### config.mk
export PLATFORM = sky130hd
export DESIGN_NAME = als_top
export DESIGN_NICKNAME = d
export VERILOG_FILES = /design/src/rtl/als_pkg.sv /design/src/rtl/als_pin_if.sv /design/src/rtl/als_sync.sv /design/src/rtl/als_top.sv
export SDC_FILE = /design/constraint.sdc
export NUM_CORES = 1
export LEC_CHECK = 0
export BUFFER_PORTS_ARGS = -buffer_cell sky130_fd_sc_hd__clkbuf_2
export CAP_MARGIN = 20
export CORE_AREA = 2 2 143 110
export CTS_CLUSTER_DIAMETER = 30
export DETAILED_ROUTE_END_ITERATION = 7
export DIE_AREA = 0 0 145 112
export GPL_TIMING_DRIVEN = 0
export PLACE_DENSITY = 0.78
export SLEW_MARGIN = 20
export SYNTH_ARGS = -nofsm -noshare
export SYNTH_HDL_FRONTEND = slang
export SYNTH_SLANG_ARGS = --single-unit
### constraint.sdc
create_clock -name clk_i -period 2.42 [get_ports clk_i]
set_clock_uncertainty 0.05 [all_clocks]
set_input_delay 0.363 -clock clk_i [delete_from_list [all_inputs] [get_ports clk_i]]
set_output_delay 0.363 -clock clk_i [all_outputs]
set_load 0.03 [all_outputs]
### src/rtl/als_pkg.sv
package als_pkg;

  // word and bus geometry
  localparam int unsigned WORD_W   = 16;
  localparam int unsigned CODE_W   = 4;
  localparam int unsigned PROF_W   = 6;
  localparam int unsigned VER_W    = 16;
  localparam int unsigned ADR_W    = 8;
  localparam int unsigned DAT_W    = 32;
  localparam int unsigned SEL_W    = 4;

  // register byte addresses
  localparam logic [ADR_W-1:0] ADR_LINK_STATE = 8'h00;
  localparam logic [ADR_W-1:0] ADR_PROFILE    = 8'h04;
  localparam logic [ADR_W-1:0] ADR_PARAM_BITS = 8'h08;
  localparam logic [ADR_W-1:0] ADR_VERSION    = 8'h0c;
  localparam logic [ADR_W-1:0] ADR_IRQ_STATUS = 8'h10;
  localparam logic [ADR_W-1:0] ADR_IRQ_MASK   = 8'h14;

  // link state word fields
  localparam int unsigned LINK_S2_LSB  = 0;
  localparam int unsigned LINK_S2_CYC  = 7;
  localparam int unsigned LINK_S1_LSB  = 8;
  localparam int unsigned LINK_UPD     = 14;
  localparam int unsigned LINK_S1_CYC  = 15;

  // parameter bits word fields
  localparam int unsigned PAR_S2_LSB   = 0;
  localparam int unsigned PAR_S1_LSB   = 8;

  // slave state codes
  localparam logic [CODE_W-1:0] ST_NO_SUPPLY_MAX  = 4'h3;
  localparam logic [CODE_W-1:0] ST_RESET          = 4'h4;
  localparam logic [CODE_W-1:0] ST_ZERO_NODE      = 4'h6;
  localparam logic [CODE_W-1:0] NO_EXCHANGE_STATE = 4'h7;
  localparam logic [CODE_W-1:0] EXCHANGING_STATE  = 4'h8;
  localparam logic [CODE_W-1:0] ST_RECONFIG       = 4'h9;

  // active slave profiles
  localparam logic [PROF_W-1:0] IO_PLUS_TRANSPARENT_DOUBLE_PROFILE = 6'h01;
  localparam logic [PROF_W-1:0] IO_DOUBLE_PROFILE                  = 6'h02;
  localparam logic [PROF_W-1:0] SINGLE_STANDARD_SLAVE_PROFILE      = 6'h10;
  localparam logic [PROF_W-1:0] SINGLE_EXTENDED_SLAVE_PROFILE      = 6'h20;

  // least interface firmware version, in tenths (1.3)
  localparam logic [VER_W-1:0] MIN_VERSION = 16'h000d;

  // interrupt status bits
  localparam int unsigned IRQ_W         = 5;
  localparam int unsigned IRQ_S1_CHG    = 0;
  localparam int unsigned IRQ_S2_CHG    = 1;
  localparam int unsigned IRQ_EXCH_LOST = 2;
  localparam int unsigned IRQ_UPD_START = 3;
  localparam int unsigned IRQ_CFG_CHG   = 4;
  localparam logic [IRQ_W-1:0] IRQ_MASK_RST = 5'h00;

  // width of the synchronised pin vector
  localparam int unsigned SYNC_W = 2*CODE_W + 3 + PROF_W + 2*CODE_W + VER_W;

  // bus answer machine
  typedef enum logic [1:0] {
    BUS_IDLE = 2'b01,
    BUS_ACK  = 2'b10
  } als_bus_t;

endpackage : als_pkg

### src/rtl/als_pin_if.sv
`timescale 1ns/1ps
interface als_pin_if import als_pkg::*; ();
  logic [CODE_W-1:0] s1_state;
  logic [CODE_W-1:0] s2_state;
  logic              s1_cyclic;
  logic              s2_cyclic;
  logic              fw_update;
  logic [PROF_W-1:0] profile;
  logic [CODE_W-1:0] s1_param;
  logic [CODE_W-1:0] s2_param;
  logic [VER_W-1:0]  version;

  modport src (output s1_state, s2_state, s1_cyclic, s2_cyclic, fw_update, profile, s1_param, s2_param, version);
  modport dst (input  s1_state, s2_state, s1_cyclic, s2_cyclic, fw_update, profile, s1_param, s2_param, version);
endinterface : als_pin_if

### src/rtl/als_sync.sv
`timescale 1ns/1ps
module als_sync import als_pkg::*; (
  input  wire logic              clk_i,
  input  wire logic              rst_i,
  input  wire logic              ce_i,
  input  wire logic [SYNC_W-1:0] raw_i,
  als_pin_if.src                 pins
);

  logic [SYNC_W-1:0] meta_q;
  logic [SYNC_W-1:0] sync_q;

  // two flip-flops per pin bit, the first read only by the second
  genvar gi;
  generate
    for (gi = 0; gi < SYNC_W; gi++) begin : g_bit
      always_ff @(posedge clk_i) begin
        if (rst_i) begin
          meta_q[gi] <= 1'b0;
          sync_q[gi] <= 1'b0;
        end else if (ce_i) begin
          meta_q[gi] <= raw_i[gi];
          sync_q[gi] <= meta_q[gi];
        end
      end
    end
  endgenerate

  // unpack the settled vector into named fields
  assign {pins.s1_state, pins.s2_state, pins.s1_cyclic, pins.s2_cyclic, pins.fw_update,
          pins.profile, pins.s1_param, pins.s2_param, pins.version} = sync_q;

endmodule : als_sync

### src/rtl/als_top.sv
`timescale 1ns/1ps
// Function
// RULE1: the link state word is a 16-bit read-only value from 0 to 65535 showing readiness, error and traffic.
// RULE2: the status words carry content only when interface firmware is version 1.3 or later, else zero.
// RULE3: the first slave's four-bit state code sits in bits 8 to 11, with bits 12 and 13 reserved.
// RULE4: the second slave's four-bit state code sits in bits 0 to 3, with bits 4 to 6 reserved.
// RULE5: bit 15 shows cyclic traffic with the first slave and bit 7 cyclic traffic with the second.
// RULE6: state codes mean 0-3 no supply, 4 reset, 6 node zero, 7 no exchange, 8 exchange, 9 reconfiguration.
// RULE7: bits 14 and 15 both read one while an interface firmware update runs.
// RULE8: the profile word shows the active profile in bits 0 to 5 (codes 1, 2, 16, 32), bits 6 to 15 zero.
// RULE9: master-written parameter bits show in bits 0-3 (second slave) and 8-11 (first), read per profile.
// RULE10: reserved bits read zero and software writes to the status words are ignored.
module als_top import als_pkg::*; (
  input  wire logic              clk_i,
  input  wire logic              rst_i,
  input  wire logic              ce_i,
  input  wire logic              wb_cyc_i,
  input  wire logic              wb_stb_i,
  input  wire logic              wb_we_i,
  input  wire logic [ADR_W-1:0]  wb_adr_i,
  input  wire logic [SEL_W-1:0]  wb_sel_i,
  input  wire logic [DAT_W-1:0]  wb_dat_i,
  output logic      [DAT_W-1:0]  wb_dat_o,
  output logic                   wb_ack_o,
  output logic                   irq_o,
  input  wire logic [CODE_W-1:0] s1_state_i,
  input  wire logic [CODE_W-1:0] s2_state_i,
  input  wire logic              s1_cyclic_i,
  input  wire logic              s2_cyclic_i,
  input  wire logic              fw_update_i,
  input  wire logic [PROF_W-1:0] profile_i,
  input  wire logic [CODE_W-1:0] s1_param_i,
  input  wire logic [CODE_W-1:0] s2_param_i,
  input  wire logic [VER_W-1:0]  version_i
);

  als_pin_if pins ();

  // pin inputs cross into the clock domain
  als_sync u_sync (
    .clk_i (clk_i),
    .rst_i (rst_i),
    .ce_i  (ce_i),
    .raw_i ({s1_state_i, s2_state_i, s1_cyclic_i, s2_cyclic_i, fw_update_i,
             profile_i, s1_param_i, s2_param_i, version_i}),
    .pins  (pins)
  );

  logic [WORD_W-1:0] link_q;
  logic [WORD_W-1:0] link_d;
  logic [WORD_W-1:0] prof_q;
  logic [WORD_W-1:0] prof_d;
  logic [WORD_W-1:0] par_q;
  logic [WORD_W-1:0] par_d;
  logic [VER_W-1:0]  ver_q;
  logic [IRQ_W-1:0]  irq_stat_q;
  logic [IRQ_W-1:0]  irq_stat_d;
  logic [IRQ_W-1:0]  irq_mask_q;
  logic [IRQ_W-1:0]  irq_mask_d;
  logic [IRQ_W-1:0]  irq_event;
  logic [DAT_W-1:0]  dat_q;
  logic              ack_q;
  logic              irq_q;
  als_bus_t          bus_q;
  als_bus_t          bus_d;

  // content gate on firmware version and profile
  wire ver_ok    = pins.version >= MIN_VERSION;                         // [RULE2]
  wire single_pr = (pins.profile == SINGLE_STANDARD_SLAVE_PROFILE) ||
                   (pins.profile == SINGLE_EXTENDED_SLAVE_PROFILE);
  wire [CODE_W-1:0] s2_state_v = single_pr ? 4'h0 : pins.s2_state;    // [RULE9]
  wire [CODE_W-1:0] s2_param_v = single_pr ? 4'h0 : pins.s2_param;    // [RULE9]
  wire              s2_cyc_v   = single_pr ? 1'b0 : pins.s2_cyclic;

  // link state word assembly
  always_comb begin
    link_d = '0;                                                        // [RULE10]
    if (ver_ok) begin
      link_d[LINK_S1_LSB +: CODE_W] = pins.s1_state;                    // [RULE3]
      link_d[LINK_S2_LSB +: CODE_W] = s2_state_v;                       // [RULE4]
      link_d[LINK_S1_CYC]           = pins.s1_cyclic | pins.fw_update;  // [RULE5]
      link_d[LINK_S2_CYC]           = s2_cyc_v;                         // [RULE5]
      link_d[LINK_UPD]              = pins.fw_update;                   // [RULE7]
    end
  end

  // profile and parameter bits words
  always_comb begin
    prof_d = '0;
    par_d  = '0;
    if (ver_ok) begin
      prof_d[PROF_W-1:0]           = pins.profile;                      // [RULE8]
      par_d[PAR_S1_LSB +: CODE_W]  = pins.s1_param;                     // [RULE9]
      par_d[PAR_S2_LSB +: CODE_W]  = s2_param_v;                        // [RULE9]
    end
  end

  // status words follow the settled pins every enabled cycle
  always_ff @(posedge clk_i) begin
    if (rst_i) begin
      link_q <= '0;
      prof_q <= '0;
      par_q  <= '0;
      ver_q  <= '0;
    end else if (ce_i) begin
      link_q <= link_d;                                                 // [RULE1]
      prof_q <= prof_d;
      par_q  <= par_d;
      ver_q  <= pins.version;
    end
  end

  // events taken from the change between word and next value
  wire [CODE_W-1:0] s1_old = link_q[LINK_S1_LSB +: CODE_W];
  wire [CODE_W-1:0] s2_old = link_q[LINK_S2_LSB +: CODE_W];
  wire [CODE_W-1:0] s1_new = link_d[LINK_S1_LSB +: CODE_W];
  wire [CODE_W-1:0] s2_new = link_d[LINK_S2_LSB +: CODE_W];
  wire s1_lost = (s1_old == EXCHANGING_STATE) && (s1_new != EXCHANGING_STATE);  // [RULE6]
  wire s2_lost = (s2_old == EXCHANGING_STATE) && (s2_new != EXCHANGING_STATE);  // [RULE6]

  assign irq_event[IRQ_S1_CHG]    = s1_new != s1_old;
  assign irq_event[IRQ_S2_CHG]    = s2_new != s2_old;
  assign irq_event[IRQ_EXCH_LOST] = s1_lost | s2_lost;
  assign irq_event[IRQ_UPD_START] = link_d[LINK_UPD] & ~link_q[LINK_UPD];
  assign irq_event[IRQ_CFG_CHG]   = (prof_d != prof_q) || (par_d != par_q);

  // bus decode; writes commit at the edge that completes the answer
  wire bus_req   = wb_cyc_i & wb_stb_i;
  wire wr_commit = bus_req & wb_we_i & (bus_q == BUS_ACK) & wb_sel_i[0];
  wire hit_stat  = wb_adr_i == ADR_IRQ_STATUS;
  wire hit_mask  = wb_adr_i == ADR_IRQ_MASK;
  wire [IRQ_W-1:0] clr_bits = (wr_commit && hit_stat) ? wb_dat_i[IRQ_W-1:0] : '0;

  // sticky status: a new event beats a clear in the same cycle
  assign irq_stat_d = (irq_stat_q & ~clr_bits) | irq_event;
  assign irq_mask_d = (wr_commit && hit_mask) ? wb_dat_i[IRQ_W-1:0] : irq_mask_q;

  // read selection; status words ignore writes, unmapped reads zero
  wire [DAT_W-1:0] rd_data =
    (wb_adr_i == ADR_LINK_STATE) ? {16'h0000, link_q} :                  // [RULE10]
    (wb_adr_i == ADR_PROFILE)    ? {16'h0000, prof_q} :
    (wb_adr_i == ADR_PARAM_BITS) ? {16'h0000, par_q}  :
    (wb_adr_i == ADR_VERSION)    ? {16'h0000, ver_q}  :
    hit_stat                     ? {27'h0000000, irq_stat_q} :
    hit_mask                     ? {27'h0000000, irq_mask_q} :
                                   32'h00000000;

  // interrupt registers and level output
  always_ff @(posedge clk_i) begin
    if (rst_i) begin
      irq_stat_q <= '0;
      irq_mask_q <= IRQ_MASK_RST;
      irq_q      <= 1'b0;
    end else if (ce_i) begin
      irq_stat_q <= irq_stat_d;
      irq_mask_q <= irq_mask_d;
      irq_q      <= |(irq_stat_q & irq_mask_q);
    end
  end

  // answer machine: one ack per request, dropped the cycle after
  always_comb begin
    case (bus_q)
      BUS_IDLE: bus_d = bus_req ? BUS_ACK : BUS_IDLE;
      BUS_ACK:  bus_d = BUS_IDLE;
      default:  bus_d = BUS_IDLE;
    endcase
  end

  // bus registers
  always_ff @(posedge clk_i) begin
    if (rst_i) begin
      bus_q <= BUS_IDLE;
      ack_q <= 1'b0;
      dat_q <= '0;
    end else if (ce_i) begin
      bus_q <= bus_d;
      ack_q <= (bus_q == BUS_IDLE) & bus_req;
      if ((bus_q == BUS_IDLE) && bus_req) begin
        dat_q <= wb_we_i ? 32'h00000000 : rd_data;
      end
    end
  end

  assign wb_dat_o = dat_q;
  assign wb_ack_o = ack_q;
  assign irq_o    = irq_q;
endmodule : als_top

After elaboration in Yosys (flattened, before gate mapping):

Index checks and enable logic that the tools add are counted.

* reduce and logical (&&, ||, !) cells: 11
* multiplexer cells: 19
* equality and inequality tests: 17
* $lt $le $gt $ge: 1
* bitwise operators: 13

Operators with widths (count)
* two-way mux 16 bit: 5
* two-way mux 4 bit: 5
* two-way mux 5 bit: 4
* == test 8 x 4 -> 1 bit, second input constant: 2
* == test 8 x 5 -> 1 bit, second input constant: 2
* greater-or-equal comparator 16 x 4 -> 1 bit, second input constant: 1
* bitwise AND 5 bit: 2
* == test 4 bit, second input constant: 2
* == test 8 x 3 -> 1 bit, second input constant: 1
* logical NOT 8 bit: 1
* inequality test 4 bit: 2
* inequality test 4 bit, second input constant: 2
* inequality test 8 bit: 1
* bitwise AND 1 bit: 6
* == test 6 x 5 -> 1 bit, second input constant: 1
* == test 6 bit, second input constant: 1
* two-way mux 2 bit: 3
* two-way mux 6 bit: 1
* inequality test 6 bit: 1
* logical AND 1 bit: 5
* inverter 5 bit: 1
* bitwise OR 5 bit: 1
* OR reduction 5 bit: 1
* AND reduction 2 bit: 2
* 6 further kinds: 8

* input bits: 91
* logic and storage cells: 153
* flip-flop bits (word level): 169
* output and inout port bits: 34

Longest topological paths before layout:

* depth in word-level cells: 9
* depth in mapped cells: 7
* mapped depth without buffers: 5

Modules after synthesis:

A second synthesis with hierarchy kept.

* cells, all modules: 703
* area, all modules: 6647.6 um^2

Modules (own cells, without submodules)
* als_top: cells an instance 439, area each 3711.1 um^2, sequential area each 1401.3 um^2, instances 1
* als_sync: cells an instance 264, area each 2936.6 um^2, sequential area each 1641.6 um^2, instances 1

Worst setup path before layout:

Ideal clock, no wire load.

* path kind: input to register
* from: in ce_i
* to: reg dat_q[2], in the netlist wb_dat_o[2]
* data required time: 2.300 ns
* stages on the path: 6
* setup time: 0.070 ns
* arrival time: 2.025 ns
* path slack: 0.275 ns
* path buffers: 1
* cells stage by stage: buf_4 -> nand3_2 -> or3b_1 -> or4_1 -> or4_1 -> a21oi_1

* word-level cells in the longest chain between the ends: 1

RTL lines
* start, declared: RTL line als_top.sv:16 `input wire logic ce_i,`
* AND reduction 2 bit (no source line)
* end signal, assigned: RTL line als_top.sv:180 `dat_q <= wb_we_i ? 32'h00000000 : rd_data;`
* end, declared: RTL line als_top.sv:61 `logic [DAT_W-1:0] dat_q;`

Every way passes these cells.
A chain may end at the register's enable or synchronous reset.

Worst setup path in the final report:

* from: reg u_sync.sync_q[4], in the netlist u_sync.pins.version[4]
* to: reg irq_stat_q[4]

* word-level cells in the longest chain between the ends: 5
* elaborated cells on any way between the ends: 8
* those cells by class: 1 x order compare; 2 x eq/ne; 3 x mux; 1 x bitwise; 1 x reduce/logical

RTL lines
* start, declared: RTL line als_sync.sv:11 `logic [SYNC_W-1:0] sync_q;`
* start signal, assigned by index: RTL line als_sync.sv:23 `sync_q[gi] <= meta_q[gi];`
* greater-or-equal comparator 16 x 4 -> 1 bit (*): RTL line als_top.sv:68 `wire ver_ok = pins.version >= MIN_VERSION;`
* two-way mux 4 bit or two-way mux 6 bit (tied branches): RTL line als_top.sv:91 `if (ver_ok) begin`
* inequality test 8 bit or inequality test 6 bit (tied branches): RTL line als_top.sv:125 `assign irq_event[IRQ_CFG_CHG] = (prof_d != prof_q) || (par_d != par_q);`
* logical OR 1 bit (*): RTL line als_top.sv:125
* bitwise OR 5 bit (*): RTL line als_top.sv:135 `assign irq_stat_d = (irq_stat_q & ~clr_bits) | irq_event;`
* end signal, assigned: RTL line als_top.sv:155 `irq_stat_q <= irq_stat_d;`
* end, declared: RTL line als_top.sv:56 `logic [IRQ_W-1:0] irq_stat_q;`

Mark *: on every way between the ends. The rest lies on a longest branch, timed or not.

==> impl_results.md <==
- Antenna Nets Post-Route: 0
- Sequential element share of the synthesized area: 46.4%
- Post-synthesis mux area share: ~17%
- Post-synth EDFFs: 0
- Crit Path Class: reg2reg
- Worst-path clk slew: 70 ps
- H-tree depth: 4
- Drt pass-1 iters: 5
- Psw: 1550 uW
- Slew @ Worst Pin: 835 ps
- Grt total ovfl: 0
- Leak: between 0.003 and 0.004 uW
- Die X: 145 um
- First-pass GRT wire length: approximately 27000 um
- Clock Root Buffer: clkbuf_16
- Final Hold Viols: 0
- Clock Sink Count: 152
- Largest net degree at the start of global routing: 17
- Drt via density: approximately 5.3
- 1st-iter DRT viols: 437
- Hold path cells: 3
- Power Dens Cells: 729 nW/um^2
- Crit path required time: 2650 ps
- Detailed Place HPWL: around 13000 um
- R2R Setup Slk: ~120 ps
- Prevailing post-synth register cell: dfxtp_1
- Die footprint: 16200 sq um
- Mapped Avg Cell Area: 9.27 sq um
- Worst VDD drop: 505 uV
- Synth Area in XOR/XNOR: 2.00%
- Unrepaired setup endpoints after global routing: no
- Rows: 39
- Main combinational cell family by area after synthesis: simple AND/OR/NAND/NOR gates
- Initial antenna violation count: 0
- Area grow syn2layout: 19.8%
- Die Y: 112 um
- Final period utilization: a little over nine tenths
- Postcts setup bufs: 0
- Compound-cell area share of the yosys netlist: 9.65%
- Total of max-cap violations: 0
- Critical Path AT: 2530 ps
- Layout cell share with drive strength beyond 1: 17.3%
- CTS tree: built
- Placed cells: 1003
- Total number of vias: 5453
- Synth Area in Adders: 0%
- Number of I/O pins: 125
- Hold path endpoint: u_sync.meta_q[25]$_SDFFE_PP0P_
- Crit path time final: 2300 ps
- RD Place Congestion: 0.955
- Core area: 14900 sq um
- #FFs+latches synth: 152
- Ys Warns: 0
- Final Max Tran Viols: 0
- Simple-gate area share of the yosys netlist: slightly below 20%
- Combinational cell fraction of total power: roughly a tenth
- Critical path peak fanout: 6
- Final cell count without fillers: 1035
- Antenna cells: 0
- Wire length per cell: 16.6 um
- # setup viols final: 0
- Fmax: 435 MHz
- Drt drc: 0
- Cells after Synth: 708
- Most common cell after layout, fill and taps aside: dfxtp_1
- Max clock buf depth: 2
- Async S/R FF share, synth: 0%
- Status: finished clean
- Switching Share: 27.0%
- Port Buffers: 75
- RR Startpoint: u_sync.pins.version[4]$_SDFFE_PP0P_
- CP Launch Type: flip-flop
- Detailed Route WL: around 17000 um
- Pint: roughly 4200 uW
- Netlist cell types: 51
- GRT Total Usage: between 20% and 30%
- RR Endpoint: irq_stat_q[4]$_SDFFE_PP0P_
- Clock Power Share: 43.3%
- Number of global-route vias before repair: around 5000
- Fillers: between 1000 and 1500
- CTS Buf Count: 17
- Fin nets: 908
- Hold path startpoint: profile_i[1]
- Hold Slack: around 120 ps
- Slew HR: 44.3%
- Initial Utilization: 44.1%
- CP endpoint kind: flip-flop
- Hold_buf cts: 0
- Post-synthesis instance area: 6560 sq um
- Most frequent cells in the layout: dfxtp_1 (152), nor2_1 (129), mux2i_1 (108)
- Clk Latency, worst-skew pair: 430 ps
- Sequential Power Share: 46.4%
- FF-to-FF path depth: 6
- Worst Hold Class: in2reg
==> metal layers <==
layer  routed length, um  track usage, %
met5                   0               0
met4                 257            5.87
met3                1490            6.64
met2                7470            31.5
met1                7970            30.7
==> how the worst max path moves through the flow <==
stage	start	depth (start not counted)	endpoint	slack, ps
floorplan	ce_i	6	wb_dat_o[2]$_SDFFE_PP0P_	270
finish	u_sync.pins.version[4]$_SDFFE_PP0P_	6	irq_stat_q[4]$_SDFFE_PP0P_	120
CTS	u_sync.pins.version[4]$_SDFFE_PP0P_	6	irq_stat_q[4]$_SDFFE_PP0P_	40
global route	u_sync.pins.profile[1]$_SDFFE_PP0P_	5	irq_stat_q[1]$_SDFFE_PP0P_	50
global placement	u_sync.pins.version[4]$_SDFFE_PP0P_	6	irq_stat_q[4]$_SDFFE_PP0P_	-330
detailed placement	u_sync.pins.version[4]$_SDFFE_PP0P_	7	irq_stat_q[2]$_SDFFE_PP0P_	-370
==> flip-flops by register name, summed over array words and instances (netlist names), 4 cells and up <==
signal / count
u_sync.pins.s2_state: 4
u_sync.pins.version: 16
irq_stat_q: 5
irq_mask_q: 5
u_sync.meta_q: 41
par_q: 8
ver_q: 16
link_q: 11
u_sync.pins.profile: 6
prof_q: 6
u_sync.pins.s1_param: 4
u_sync.pins.s2_param: 4
u_sync.pins.s1_state: 4
wb_dat_o: 16
==> kinds of logic after synthesis <==
group           Yosys count
xor+xnor                 15
buf+inv                  71
simple gates            259
other cells               1
flops                   152
compound gates           97
mux                     113
==> through the flow <==
step / instance area [sq um] / setup WS, ps / setup TNS [ps] / util (%) / power [uW]
final: 7860 / 121 / 0 / 52.8 / 5730
after global routing: 7860 / 45.1 / 0 / 52.8 / 5930
after CTS: 7850 / 43.6 / 0 / 52.7 / 5750
after detailed placement: 7250 / -374 / -4450 / 48.7 / 3270
after global placement: 7250 / -334 / -2800 / 48.7 / 3260
after floorplan: 6620 / 275 / 0 / - / 3080
==> synthesized netlist by cell type (all sizes together) (5+ instances only) <==
master / count / share of area (%)
a21oi: 39 / 3.0
a22oi: 15 / 1.7
a41oi: 5 / 0.67
buf: 33 / 2.9
clkbuf: 31 / 1.8
dfxtp: 152 / 46
inv: 7 / 0.40
mux2: 5 / 0.86
mux2i: 108 / 16
nand2: 17 / 0.97
nand2b: 29 / 2.8
nand3: 31 / 2.4
nor2: 129 / 7.4
nor2b: 5 / 0.48
nor3: 7 / 0.53
nor4: 9 / 0.95
o21ai: 11 / 0.84
or4: 6 / 0.69
xnor2: 6 / 0.80
xor2: 9 / 1.2
==> power groups by stage <==
stage | combinational [uW] | sequential (uW) | clock, uW
global route | 636 | 2670 | 2620
global placement | 557 | 2700 | 0
floorplan | 397 | 2690 | 0
detailed placement | 565 | 2710 | 0
CTS | 575 | 2650 | 2520
finish | 587 | 2660 | 2480
==> timing repair <==
action	4_1_cts	5_1_grt
setup endpoints to repair	30	6
gates cloned	0	0
resized for setup	6	6
==> critical path: stages, from the launching register on <==
cell and delay, ps:
dfxtp_1 360, nor4_4 480, and4_1 250, clkbuf_1 360
o21ai_0 170, a222oi_1 350, a311oi_1 140
==> area by class of cell <==
type	instances	area (sq um)	area share, %
tap	205	256	3.26
clock buffer	19	443	5.64
inverter	7	26.3	0.334
clock inverter	13	109	1.39
buffer	64	307	3.90
sequential	152	3040	38.7
multi-input combinational	500	3300	42.0
timing repair buffer	75	375	4.78
(Power assumes the default switching activity.)
